`config.mk`:
```
export PLATFORM = sky130hd
export DESIGN_NAME = adc_converter_control
export DESIGN_NICKNAME = d
export VERILOG_FILES = /design/src/adc_ctrl_pkg.sv /design/src/adc_clock_divider.sv /design/src/adc_converter_control.sv
export SDC_FILE = /design/constraint.sdc
export NUM_CORES = 1
export LEC_CHECK = 0
export BUFFER_PORTS_ARGS = -buffer_cell sky130_fd_sc_hd__clkbuf_2
export CAP_MARGIN = 20
export CORE_AREA = 8 8 101 112
export DETAILED_ROUTE_END_ITERATION = 7
export DIE_AREA = 0 0 109 120
export GPL_ROUTABILITY_DRIVEN = 1
export PLACE_DENSITY = 0.69
export SLEW_MARGIN = 5
export SYNTH_ARGS = -nofsm -noshare
export SYNTH_HDL_FRONTEND = slang
export SYNTH_SLANG_ARGS = --single-unit
```
`constraint.sdc`:
```
create_clock -name clk -period 2.5 [get_ports clk]
set_input_delay 0 -clock clk [delete_from_list [all_inputs] [get_ports clk]]
set_output_delay 0 -clock clk [all_outputs]
set_load 0.01 [all_outputs]
```
`src/adc_ctrl_pkg.sv`:
```
package adc_ctrl_pkg;

  // ----------------------------------------------------------------
  // Register map (byte addresses)
  // ----------------------------------------------------------------
  localparam logic [7:0] CONTROL_OFF   = 8'h00;
  localparam logic [7:0] CONFIG_OFF    = 8'h04;
  localparam logic [7:0] TEMP_OFF      = 8'h08;
  localparam logic [7:0] PINSEL_LO_OFF = 8'h0C;
  localparam logic [7:0] PINSEL_HI_OFF = 8'h10;
  localparam logic [7:0] STATUS_OFF    = 8'h14;

  // ----------------------------------------------------------------
  // Field positions
  // ----------------------------------------------------------------
  localparam int CHAN_LSB   = 0;
  localparam int POWER_BIT  = 5;
  localparam int BUSY_BIT   = 6;
  localparam int START_BIT  = 7;
  localparam int DIV_LSB    = 0;
  localparam int REF_LSB    = 3;
  localparam int SRC_LSB    = 5;
  localparam int TEMP_SENSOR_ENABLE_BIT   = 0;
  localparam int ST_BUSY    = 0;
  localparam int ST_SAMPLE  = 1;
  localparam int ST_CONVERT = 2;
  localparam int ST_DIV_LSB = 4;

  // ----------------------------------------------------------------
  // Reset values
  // ----------------------------------------------------------------
  localparam logic [3:0] CHAN_RESET   = 4'h0;
  localparam logic [2:0] DIV_RESET    = 3'h0;
  localparam logic [1:0] REF_RESET    = 2'h0;
  localparam logic [2:0] SRC_RESET    = 3'h0;
  localparam logic [8:0] PINSEL_RESET = 9'h000;

  // ----------------------------------------------------------------
  // Codes
  // ----------------------------------------------------------------
  localparam logic [2:0] SRC_TEMP      = 3'h2;
  localparam logic [2:0] SRC_FORBIDDEN = 3'h7;
  localparam logic [1:0] REF_PIN       = 2'h0;
  localparam logic [1:0] REF_TEMP      = 2'h2;
  localparam int         PIN_COUNT     = 9;
  localparam int         RESERVED_CHAN = 4;
  localparam int         INT_SOURCES   = 5;

  // ----------------------------------------------------------------
  // Conversion timing in converter clocks
  // ----------------------------------------------------------------
  localparam logic [5:0] SAMPLE_CLKS      = 6'h04;
  localparam logic [5:0] TEMP_SAMPLE_CLKS = 6'h2E;
  localparam logic [5:0] CONVERT_CLKS     = 6'h0C;
  localparam logic [6:0] TOTAL_CLKS       = 7'h10;
  localparam logic [6:0] TEMP_TOTAL_CLKS  = 7'h3A;

  typedef enum logic [2:0] {
    IDLE    = 3'b001,
    SAMPLE  = 3'b010,
    CONVERT = 3'b100
  } conv_state_t;

endpackage : adc_ctrl_pkg

```
`src/adc_clock_divider.sv`:
```
`timescale 1ns/100ps

module adc_clock_divider
  import adc_ctrl_pkg::*;
(
  input  wire logic       clk,
  input  wire logic       reset_n,
  input  wire logic       ce,
  input  wire logic       hold,
  input  wire logic [2:0] divide_select,
  output logic            conv_tick,
  output logic [2:0]      active_divide
);

  logic [6:0] free_count;
  logic [6:0] tick_mask;

  // ----------------------------------------------------------------
  // Free-running prescaler
  // ----------------------------------------------------------------
  // Counter runs on every enabled system clock
  always_ff @(posedge clk or negedge reset_n)
  begin
    if (!reset_n)
      free_count <= 7'h00;
    else if (ce)
      free_count <= free_count + 7'h01;
  end

  // Divider code only follows software while the converter is idle
  always_ff @(posedge clk or negedge reset_n)
  begin
    if (!reset_n)
      active_divide <= DIV_RESET;
    else if (ce && !hold)
      active_divide <= divide_select;
  end

  // One tick every two-to-the-code enabled clocks
  always_comb
  begin
    tick_mask = 7'((8'h01 << active_divide) - 8'h01);
    conv_tick = ce && ((free_count & tick_mask) == tick_mask);
  end
endmodule : adc_clock_divider

```
`src/adc_converter_control.sv`:
```
// Operation
// - Converter clock is system clock over two-to-code
// - Converter powered only while enable bit high
// - Reference codes 01 and 11 pick supply
// - Reference code 10 picks temperature sensor reference
// - Reference code 00 picks external reference pin
// - Analog pin role disables other pin functions
// - Pull-up disconnected on analog input pins
// - Analog role overrides port direction register
// - External source decodes channels 0-3 and 5-8
// - Channel codes 1100-1111 connect no pin
// - Source codes 001-101 pick internal nodes
// - Input source never takes code 111
// - Normal conversion: 4 sample, 12 convert clocks
// - Temperature conversion: 46 sample, 12 convert clocks
//
// The implementer's own choices: the register addresses and the APB slave port.
`timescale 1ns/100ps

module adc_converter_control
  import adc_ctrl_pkg::*;
(
  input  wire logic        clk,
  input  wire logic        reset_n,
  input  wire logic        ce,
  input  wire logic        psel,
  input  wire logic        penable,
  input  wire logic        pwrite,
  input  wire logic [7:0]  paddr,
  input  wire logic [31:0] pwdata,
  output logic [31:0]      prdata,
  output logic             pready,
  output logic             pslverr,
  input  wire logic [8:0]  port_dir_output,
  input  wire logic [8:0]  pullup_request,
  output logic [8:0]       pin_output_enable,
  output logic [8:0]       pin_pullup_connect,
  output logic [8:0]       pin_digital_enable,
  output logic [8:0]       pin_analog_connect,
  output logic [8:0]       ext_channel_connect,
  output logic [4:0]       internal_source_connect,
  output logic             ref_from_supply,
  output logic             ref_from_temp_sensor,
  output logic             ref_from_pin,
  output logic             converter_power,
  output logic             temp_sensor_power,
  output logic             conv_tick,
  output logic             sample_phase,
  output logic             convert_phase,
  output logic             conversion_busy,
  output logic             conv_done
);

  import adc_ctrl_pkg::*;

  // ----------------------------------------------------------------
  // Declarations
  // ----------------------------------------------------------------
  logic [3:0]  external_channel_select;
  logic        converter_power_enable;
  logic        start_bit;
  logic [2:0]  conv_clock_divide_select;
  logic [1:0]  reference_source_select;
  logic [2:0]  input_source_select;
  logic        temp_sensor_enable;
  logic [8:0]  pin_function_select_low;
  logic [8:0]  pin_function_select_high;
  logic [8:0]  analog_role;
  logic [2:0]  active_divide;
  logic        setup_seen;
  logic        bad_addr;
  logic        addr_hit;
  logic [31:0] read_value;
  logic        apb_write;
  logic        start_go;
  conv_state_t state;
  logic [5:0]  phase_count;
  logic [5:0]  sample_last;
  logic        temp_conversion;
  logic [6:0]  tick_hist;

  // ----------------------------------------------------------------
  // APB slave
  // ----------------------------------------------------------------
  // Address decode against the map
  always_comb
  begin
    addr_hit = (paddr == CONTROL_OFF) || (paddr == CONFIG_OFF) || (paddr == TEMP_OFF)
            || (paddr == PINSEL_LO_OFF) || (paddr == PINSEL_HI_OFF) || (paddr == STATUS_OFF);
  end

  // Read mux, sampled into prdata during the setup cycle
  always_comb
  begin
    read_value = 32'h0000_0000;
    unique case (paddr)
      CONTROL_OFF:
      begin
        read_value[CHAN_LSB +: 4] = external_channel_select;
        read_value[POWER_BIT]     = converter_power_enable;
        read_value[BUSY_BIT]      = conversion_busy;
        read_value[START_BIT]     = start_bit;
      end
      CONFIG_OFF:
      begin
        read_value[DIV_LSB +: 3] = conv_clock_divide_select;
        read_value[REF_LSB +: 2] = reference_source_select;
        read_value[SRC_LSB +: 3] = input_source_select;
      end
      TEMP_OFF:      read_value[TEMP_SENSOR_ENABLE_BIT] = temp_sensor_enable;
      PINSEL_LO_OFF: read_value[8:0] = pin_function_select_low;
      PINSEL_HI_OFF: read_value[8:0] = pin_function_select_high;
      STATUS_OFF:
      begin
        read_value[ST_BUSY]          = conversion_busy;
        read_value[ST_SAMPLE]        = sample_phase;
        read_value[ST_CONVERT]       = convert_phase;
        read_value[ST_DIV_LSB +: 3]  = active_divide;
      end
      default:       read_value = 32'h0000_0000;
    endcase
  end

  // Setup cycle captures read data and the error answer
  always_ff @(posedge clk or negedge reset_n)
  begin
    if (!reset_n)
    begin
      setup_seen <= 1'b0;
      prdata     <= 32'h0000_0000;
      bad_addr   <= 1'b0;
    end
    else if (ce)
    begin
      if (psel && !penable)
      begin
        setup_seen <= 1'b1;
        prdata     <= read_value;
        bad_addr   <= !addr_hit;
      end
      else if (pready)
        setup_seen <= 1'b0;
    end
  end

  // Zero-wait answer in the first access cycle while enabled
  assign pready    = psel && penable && setup_seen && ce;
  assign pslverr   = pready && bad_addr;
  assign apb_write = pready && pwrite && !bad_addr;

  // ----------------------------------------------------------------
  // Software registers
  // ----------------------------------------------------------------
  // Control word: channel, power and start
  always_ff @(posedge clk or negedge reset_n)
  begin
    if (!reset_n)
    begin
      external_channel_select <= CHAN_RESET;
      converter_power_enable  <= 1'b0;
      start_bit               <= 1'b0;
    end
    else if (ce && apb_write && paddr == CONTROL_OFF)
    begin
      external_channel_select <= pwdata[CHAN_LSB +: 4];
      converter_power_enable  <= pwdata[POWER_BIT];
      start_bit               <= pwdata[START_BIT];
    end
  end

  // Configuration word; forbidden source code leaves the field alone
  always_ff @(posedge clk or negedge reset_n)
  begin
    if (!reset_n)
    begin
      conv_clock_divide_select <= DIV_RESET;
      reference_source_select  <= REF_RESET;
      input_source_select      <= SRC_RESET;
    end
    else if (ce && apb_write && paddr == CONFIG_OFF)
    begin
      conv_clock_divide_select <= pwdata[DIV_LSB +: 3];
      reference_source_select  <= pwdata[REF_LSB +: 2];
      if (pwdata[SRC_LSB +: 3] != SRC_FORBIDDEN)
        input_source_select <= pwdata[SRC_LSB +: 3];
    end
  end

  // Temperature sensor enable and pin function selects
  always_ff @(posedge clk or negedge reset_n)
  begin
    if (!reset_n)
    begin
      temp_sensor_enable       <= 1'b0;
      pin_function_select_low  <= PINSEL_RESET;
      pin_function_select_high <= PINSEL_RESET;
    end
    else if (ce && apb_write)
    begin
      if (paddr == TEMP_OFF)
        temp_sensor_enable <= pwdata[TEMP_SENSOR_ENABLE_BIT];
      if (paddr == PINSEL_LO_OFF)
        pin_function_select_low <= pwdata[8:0];
      if (paddr == PINSEL_HI_OFF)
        pin_function_select_high <= pwdata[8:0];
    end
  end

  // ----------------------------------------------------------------
  // Converter clock
  // ----------------------------------------------------------------
  adc_clock_divider u_divider (
    .clk           (clk),
    .reset_n       (reset_n),
    .ce            (ce),
    .hold          (conversion_busy),
    .divide_select (conv_clock_divide_select),
    .conv_tick     (conv_tick),
    .active_divide (active_divide)
  );

  // ----------------------------------------------------------------
  // Conversion sequencer
  // ----------------------------------------------------------------
  // Start fires when the start bit is written back from one to zero
  assign start_go = apb_write && paddr == CONTROL_OFF && start_bit && !pwdata[START_BIT]
                 && converter_power_enable && pwdata[POWER_BIT] && state == IDLE;
  assign sample_last = temp_conversion ? TEMP_SAMPLE_CLKS - 6'h01 : SAMPLE_CLKS - 6'h01;

  // Sampling then conversion, counted in converter clocks
  always_ff @(posedge clk or negedge reset_n)
  begin
    if (!reset_n)
    begin
      state           <= IDLE;
      phase_count     <= 6'h00;
      temp_conversion <= 1'b0;
      conv_done       <= 1'b0;
    end
    else if (ce)
    begin
      conv_done <= 1'b0;
      if (!converter_power_enable)
      begin
        state       <= IDLE;
        phase_count <= 6'h00;
      end
      else
      begin
        unique case (state)
          IDLE:
          begin
            if (start_go)
            begin
              state           <= SAMPLE;
              phase_count     <= 6'h00;
              temp_conversion <= (input_source_select == SRC_TEMP);
            end
          end
          SAMPLE:
          begin
            if (conv_tick && phase_count == sample_last)
            begin
              state       <= CONVERT;
              phase_count <= 6'h00;
            end
            else if (conv_tick)
              phase_count <= phase_count + 6'h01;
          end
          CONVERT:
          begin
            if (conv_tick && phase_count == CONVERT_CLKS - 6'h01)
            begin
              state       <= IDLE;
              phase_count <= 6'h00;
              conv_done   <= 1'b1;
            end
            else if (conv_tick)
              phase_count <= phase_count + 6'h01;
          end
          default:
          begin
            state       <= IDLE;
            phase_count <= 6'h00;
          end
        endcase
      end
    end
  end

  assign sample_phase    = (state == SAMPLE);
  assign convert_phase   = (state == CONVERT);
  assign conversion_busy = (state != IDLE);

  // Converter clocks seen since the last start, read only by checks
  always_ff @(posedge clk or negedge reset_n)
  begin
    if (!reset_n)
      tick_hist <= 7'h00;
    else if (ce && start_go)
      tick_hist <= 7'h00;
    else if (ce && conversion_busy && conv_tick)
      tick_hist <= tick_hist + 7'h01;
  end

  // ----------------------------------------------------------------
  // Analog routing
  // ----------------------------------------------------------------
  // Power and reference selection
  always_comb
  begin
    converter_power      = converter_power_enable;
    temp_sensor_power    = temp_sensor_enable;
    ref_from_supply      = reference_source_select[0];
    ref_from_temp_sensor = (reference_source_select == REF_TEMP);
    ref_from_pin         = (reference_source_select == REF_PIN);
  end

  // Internal node select; code n picks node n-1
  generate
    for (genvar s = 0; s < INT_SOURCES; s++)
    begin : g_source
      assign internal_source_connect[s] = (input_source_select == 3'(s + 1));
    end
  endgenerate

  // Per-pin channel decode and pin function override
  generate
    for (genvar p = 0; p < PIN_COUNT; p++)
    begin : g_pin
      assign ext_channel_connect[p] = (p != RESERVED_CHAN) && (external_channel_select == 4'(p));
      assign analog_role[p]         = pin_function_select_low[p] && pin_function_select_high[p];
      assign pin_analog_connect[p]  = analog_role[p];
      assign pin_digital_enable[p]  = !analog_role[p];
      assign pin_pullup_connect[p]  = pullup_request[p] && !analog_role[p];
      assign pin_output_enable[p]   = port_dir_output[p] && !analog_role[p];
    end
  endgenerate
endmodule : adc_converter_control

```
==> flow_summary.yaml <==
logic_synthesis:
  ys_top_cells_by_area: "dfrtp_1 (44%), mux2_2 (9.8%), buf_4 (4.9%)"
  synth_ff_type: "dfrtp_1"
  yosysUniqueCellTypes: 57
  synthCells: 363
  synth_enable_flop_cells: 0
  yosys_warnings: 0
  synth_simple_gate_area_share_pct: 20.8
  synth_mux_area_share_pct: 11.8
  ys_seq_area_share_pct: 44.2
  syn_avg_cell_area_um2: 10.1
  synth_area_mm2: 0.00368
  synth-seq-cells: 65
  synthArstFlopShare_pct: 100
  synth_top_cell_area_share_pct: 43.5
  synth_xor_area_share_pct: 2.38
  synthAdderAreaFrac_pct: 1.02
  synth_compound_area_share_pct: 11.4
  synth_top_family_by_area: "simple AND/OR/NAND/NOR gates"
  yosys.area.top_type: "dfrtp_1"
detailed_routing:
  vias: 3215
  wire_per_inst_um: 16.0
  routed_wl_mm: 9.96
  drt_iter0_markers: 220
  vias_per_cell: 5.17
  drcViolationCount: 0
  drt_first_pass_iters: 4
  ant_nets: 0
run_status:
  outcome: "finished clean"
grt:
  grt_antenna_before_repair: 0
  grt_pass1_vias: 3278
  grt.overflow.total: 0
  grt_first_pass_wirelength_mm: 16.0
  grt_max_degree: 59
  track_usage_pct: 15.2
critical_path:
  arrival_ps: 2640
  crit_slowest_cell: "or3_1"
  endpoint_kind: "flip-flop"
  max_stage_delay_ps: 400
  worstSetupPathType: "flip-flop to flip-flop"
  crit_required_ps: 2760
  cp_common_cell: "or3_1"
  cp-start-kind: "flip-flop"
  path_max_fanout: 6
  path_cells: "or3_1, ha_2, xor2_1, a211oi_1, o31ai_1, nand3_2, or3_1, a21oi_1"
clocking:
  clock-sinks: 65
  path_clk_slew_ps: 70
  worstSkewPairLatency_ps: 340
  cts_buffer_depth: 2
  clockRootBuffer: "clkbuf_8"
  htree_levels: 3
  cts_tree: "yes"
  numCtsBuffers: 9
timing:
  layout_min_cycle_time_ps: 2370
  finalMaxSlewViolations: 0
  slew_headroom_pct: 50.7
  finalSetupViolations: 0
  worst_slack_ps: 125
  fin_worst_skew_ps: 7.88
  tightestPinTransition_ps: 739
  max_freq_ghz: 0.421
  hold_viol_final: 0
  post-route-period-util_pct: 95.0
floorplanning:
  row_count: 38
  fp.coreArea_mm2: 0.00956
  die_w_um: 109
  boundaryPins: 158
  initial_utilization_pct: 38.5
  die-area_mm2: 0.0131
  die_h_um: 120
final_layout:
  final_util_pct: 48.8
  final_common_cell: "clkbuf_2"
  drive_above_1_share_pct: 35.9
  fillCellCount: 898
  multi_input_area_mm2: 0.00184
  layout.nets: 564
  area_growth_syn_to_layout_pct: 26.8
  antenna_cells: 0
  seq_area_mm2: 0.00163
  mostFrequentLayoutCells: "clkbuf_2 (110), dfrtp_1 (64), nand2_1 (35)"
flow_run:
  drv_cap: 0
placement:
  port_buffers: 110
  place_ws_ps: 107
  dpl.hpwl_mm: 7.60
  place.gp.congestion: 0.805
power:
  p_leak_nw: 2.42
  p_per_area_mw_per_mm2: 533
  vdd_drop_max_v: 0.000327
min_path:
  hold_class: "input pin to flip-flop"
per-stage QoR:
step / area, um^2 / TNS [ps] / cells / hold WS (ps) / total power, mW
2_1_floorplan: 3770 / 0 / 386 / -296 / 1.43
3_3_place_gp: 4310 / 0 / 592 / -136 / 1.54
3_5_place_dp: 4310 / 0 / 592 / -133 / 1.55
4_1_cts: 4660 / 0 / 621 / 15.6 / 2.52
5_1_grt: 4670 / -0.697 / 622 / 69.0 / 2.61
6_report: 4670 / 0 / 622 / 35.4 / 2.49
critical path: cells and delay by family, from the launching register on:
family / cells / cell delay, ps
flops: 1 / 370
fa+ha+maj: 1 / 240
compound gates: 3 / 580
xor+xnor: 1 / 150
simple gates: 3 / 960
sequential cells by signal, summed over array words and instances, names as in the netlist, 2 cells and up:
name and flops:
input_source_select 3, u_divider.free_count 7, u_divider.active_divide 3, reference_source_select 2
state 3, pin_function_select_high 9, prdata 9, phase_count 6
pin_function_select_low 9, conv_clock_divide_select 3, external_channel_select 4
Yosys cell counts (2+ instances only):
library cell,number
dfrtp_1,64
nand2_1,35
mux2_2,32
buf_4,24
and2_1,23
nor2_1,22
inv_1,13
a21oi_1,8
a222oi_1,8
a22oi_1,6
and3b_1,6
buf_2,6
nand2b_1,6
nor3_1,6
xor2_1,6
a31oi_1,5
clkbuf_1,5
nand4_1,5
nor3b_1,5
nor4_1,5
mux2_1,4
nand3_1,4
nor2b_1,4
o21ai_0,4
o21ai_1,4
xnor2_1,4
a22o_1,3
and3_1,3
ha_1,3
mux2i_1,3
o22a_1,3
or3_1,3
a211oi_1,2
buf_6,2
nor4b_1,2
o31a_1,2
or2_2,2
or4_1,2
path summary, 6_finish.rpt:
path                                                             start                                endpoint  slack [ps]  cells past startpoint
max in group asynchronous                                      reset_n  pin_function_select_low[1]$_DFFE_PN0P_        1450                      3
min in group asynchronous                                      reset_n                    bad_addr$_DFFE_PN0P_          50                      2
worst min-delay path                                          paddr[4]                    bad_addr$_DFFE_PN0P_          40                      3
worst min register to register                   prdata[1]$_DFFE_PN0P_                   prdata[1]$_DFFE_PN0P_         480                      1
worst max-delay path            u_divider.active_divide[0]$_DFFE_PN0P_              phase_count[4]$_DFFE_PN0P_         130                      8
worst max register to register  u_divider.active_divide[0]$_DFFE_PN0P_              phase_count[4]$_DFFE_PN0P_         130                      8
metal layers:
metal  part of all wire, %  GRT usage [%]
met4                   1.8           4.97
met1                    41           17.9
met2                    50           26.0
met5                     0              0
met3                   7.1           4.24
area by class of cell:
class | count | area share [%]
flip-flops and latches | 65 | 34.9
multi-input cells | 271 | 39.4
repair buffers | 137 | 16.8
well taps | 120 | 3.22
clock buffers | 11 | 3.24
clock inverters | 5 | 1.34
inverters | 13 | 1.05
cells by family after synthesis:
group | Yosys count
AO/OA/AOI/OAI | 55
multiplexers | 39
buffers and inverters | 50
other | 1
adder cells (fa/ha/maj) | 3
XOR/XNOR | 10
flip-flops | 65
AND/OR/NAND/NOR | 140
repair_timing:
item / in CTS / in global routing
hold buffers: 13 / 0
buffers inserted: 0 / 1
resized for setup: 0 / 1
endpoints found under the hold margin: 43 / 0
endpoints found under the setup margin: 0 / 8
power by group:
group | total [mW] | internal (mW) | switching [mW]
registers | 1.22 | 1.13 | 0.0913
clock network | 0.942 | 0.520 | 0.422
logic | 0.329 | 0.155 | 0.174
(Power assumes the default switching activity.)
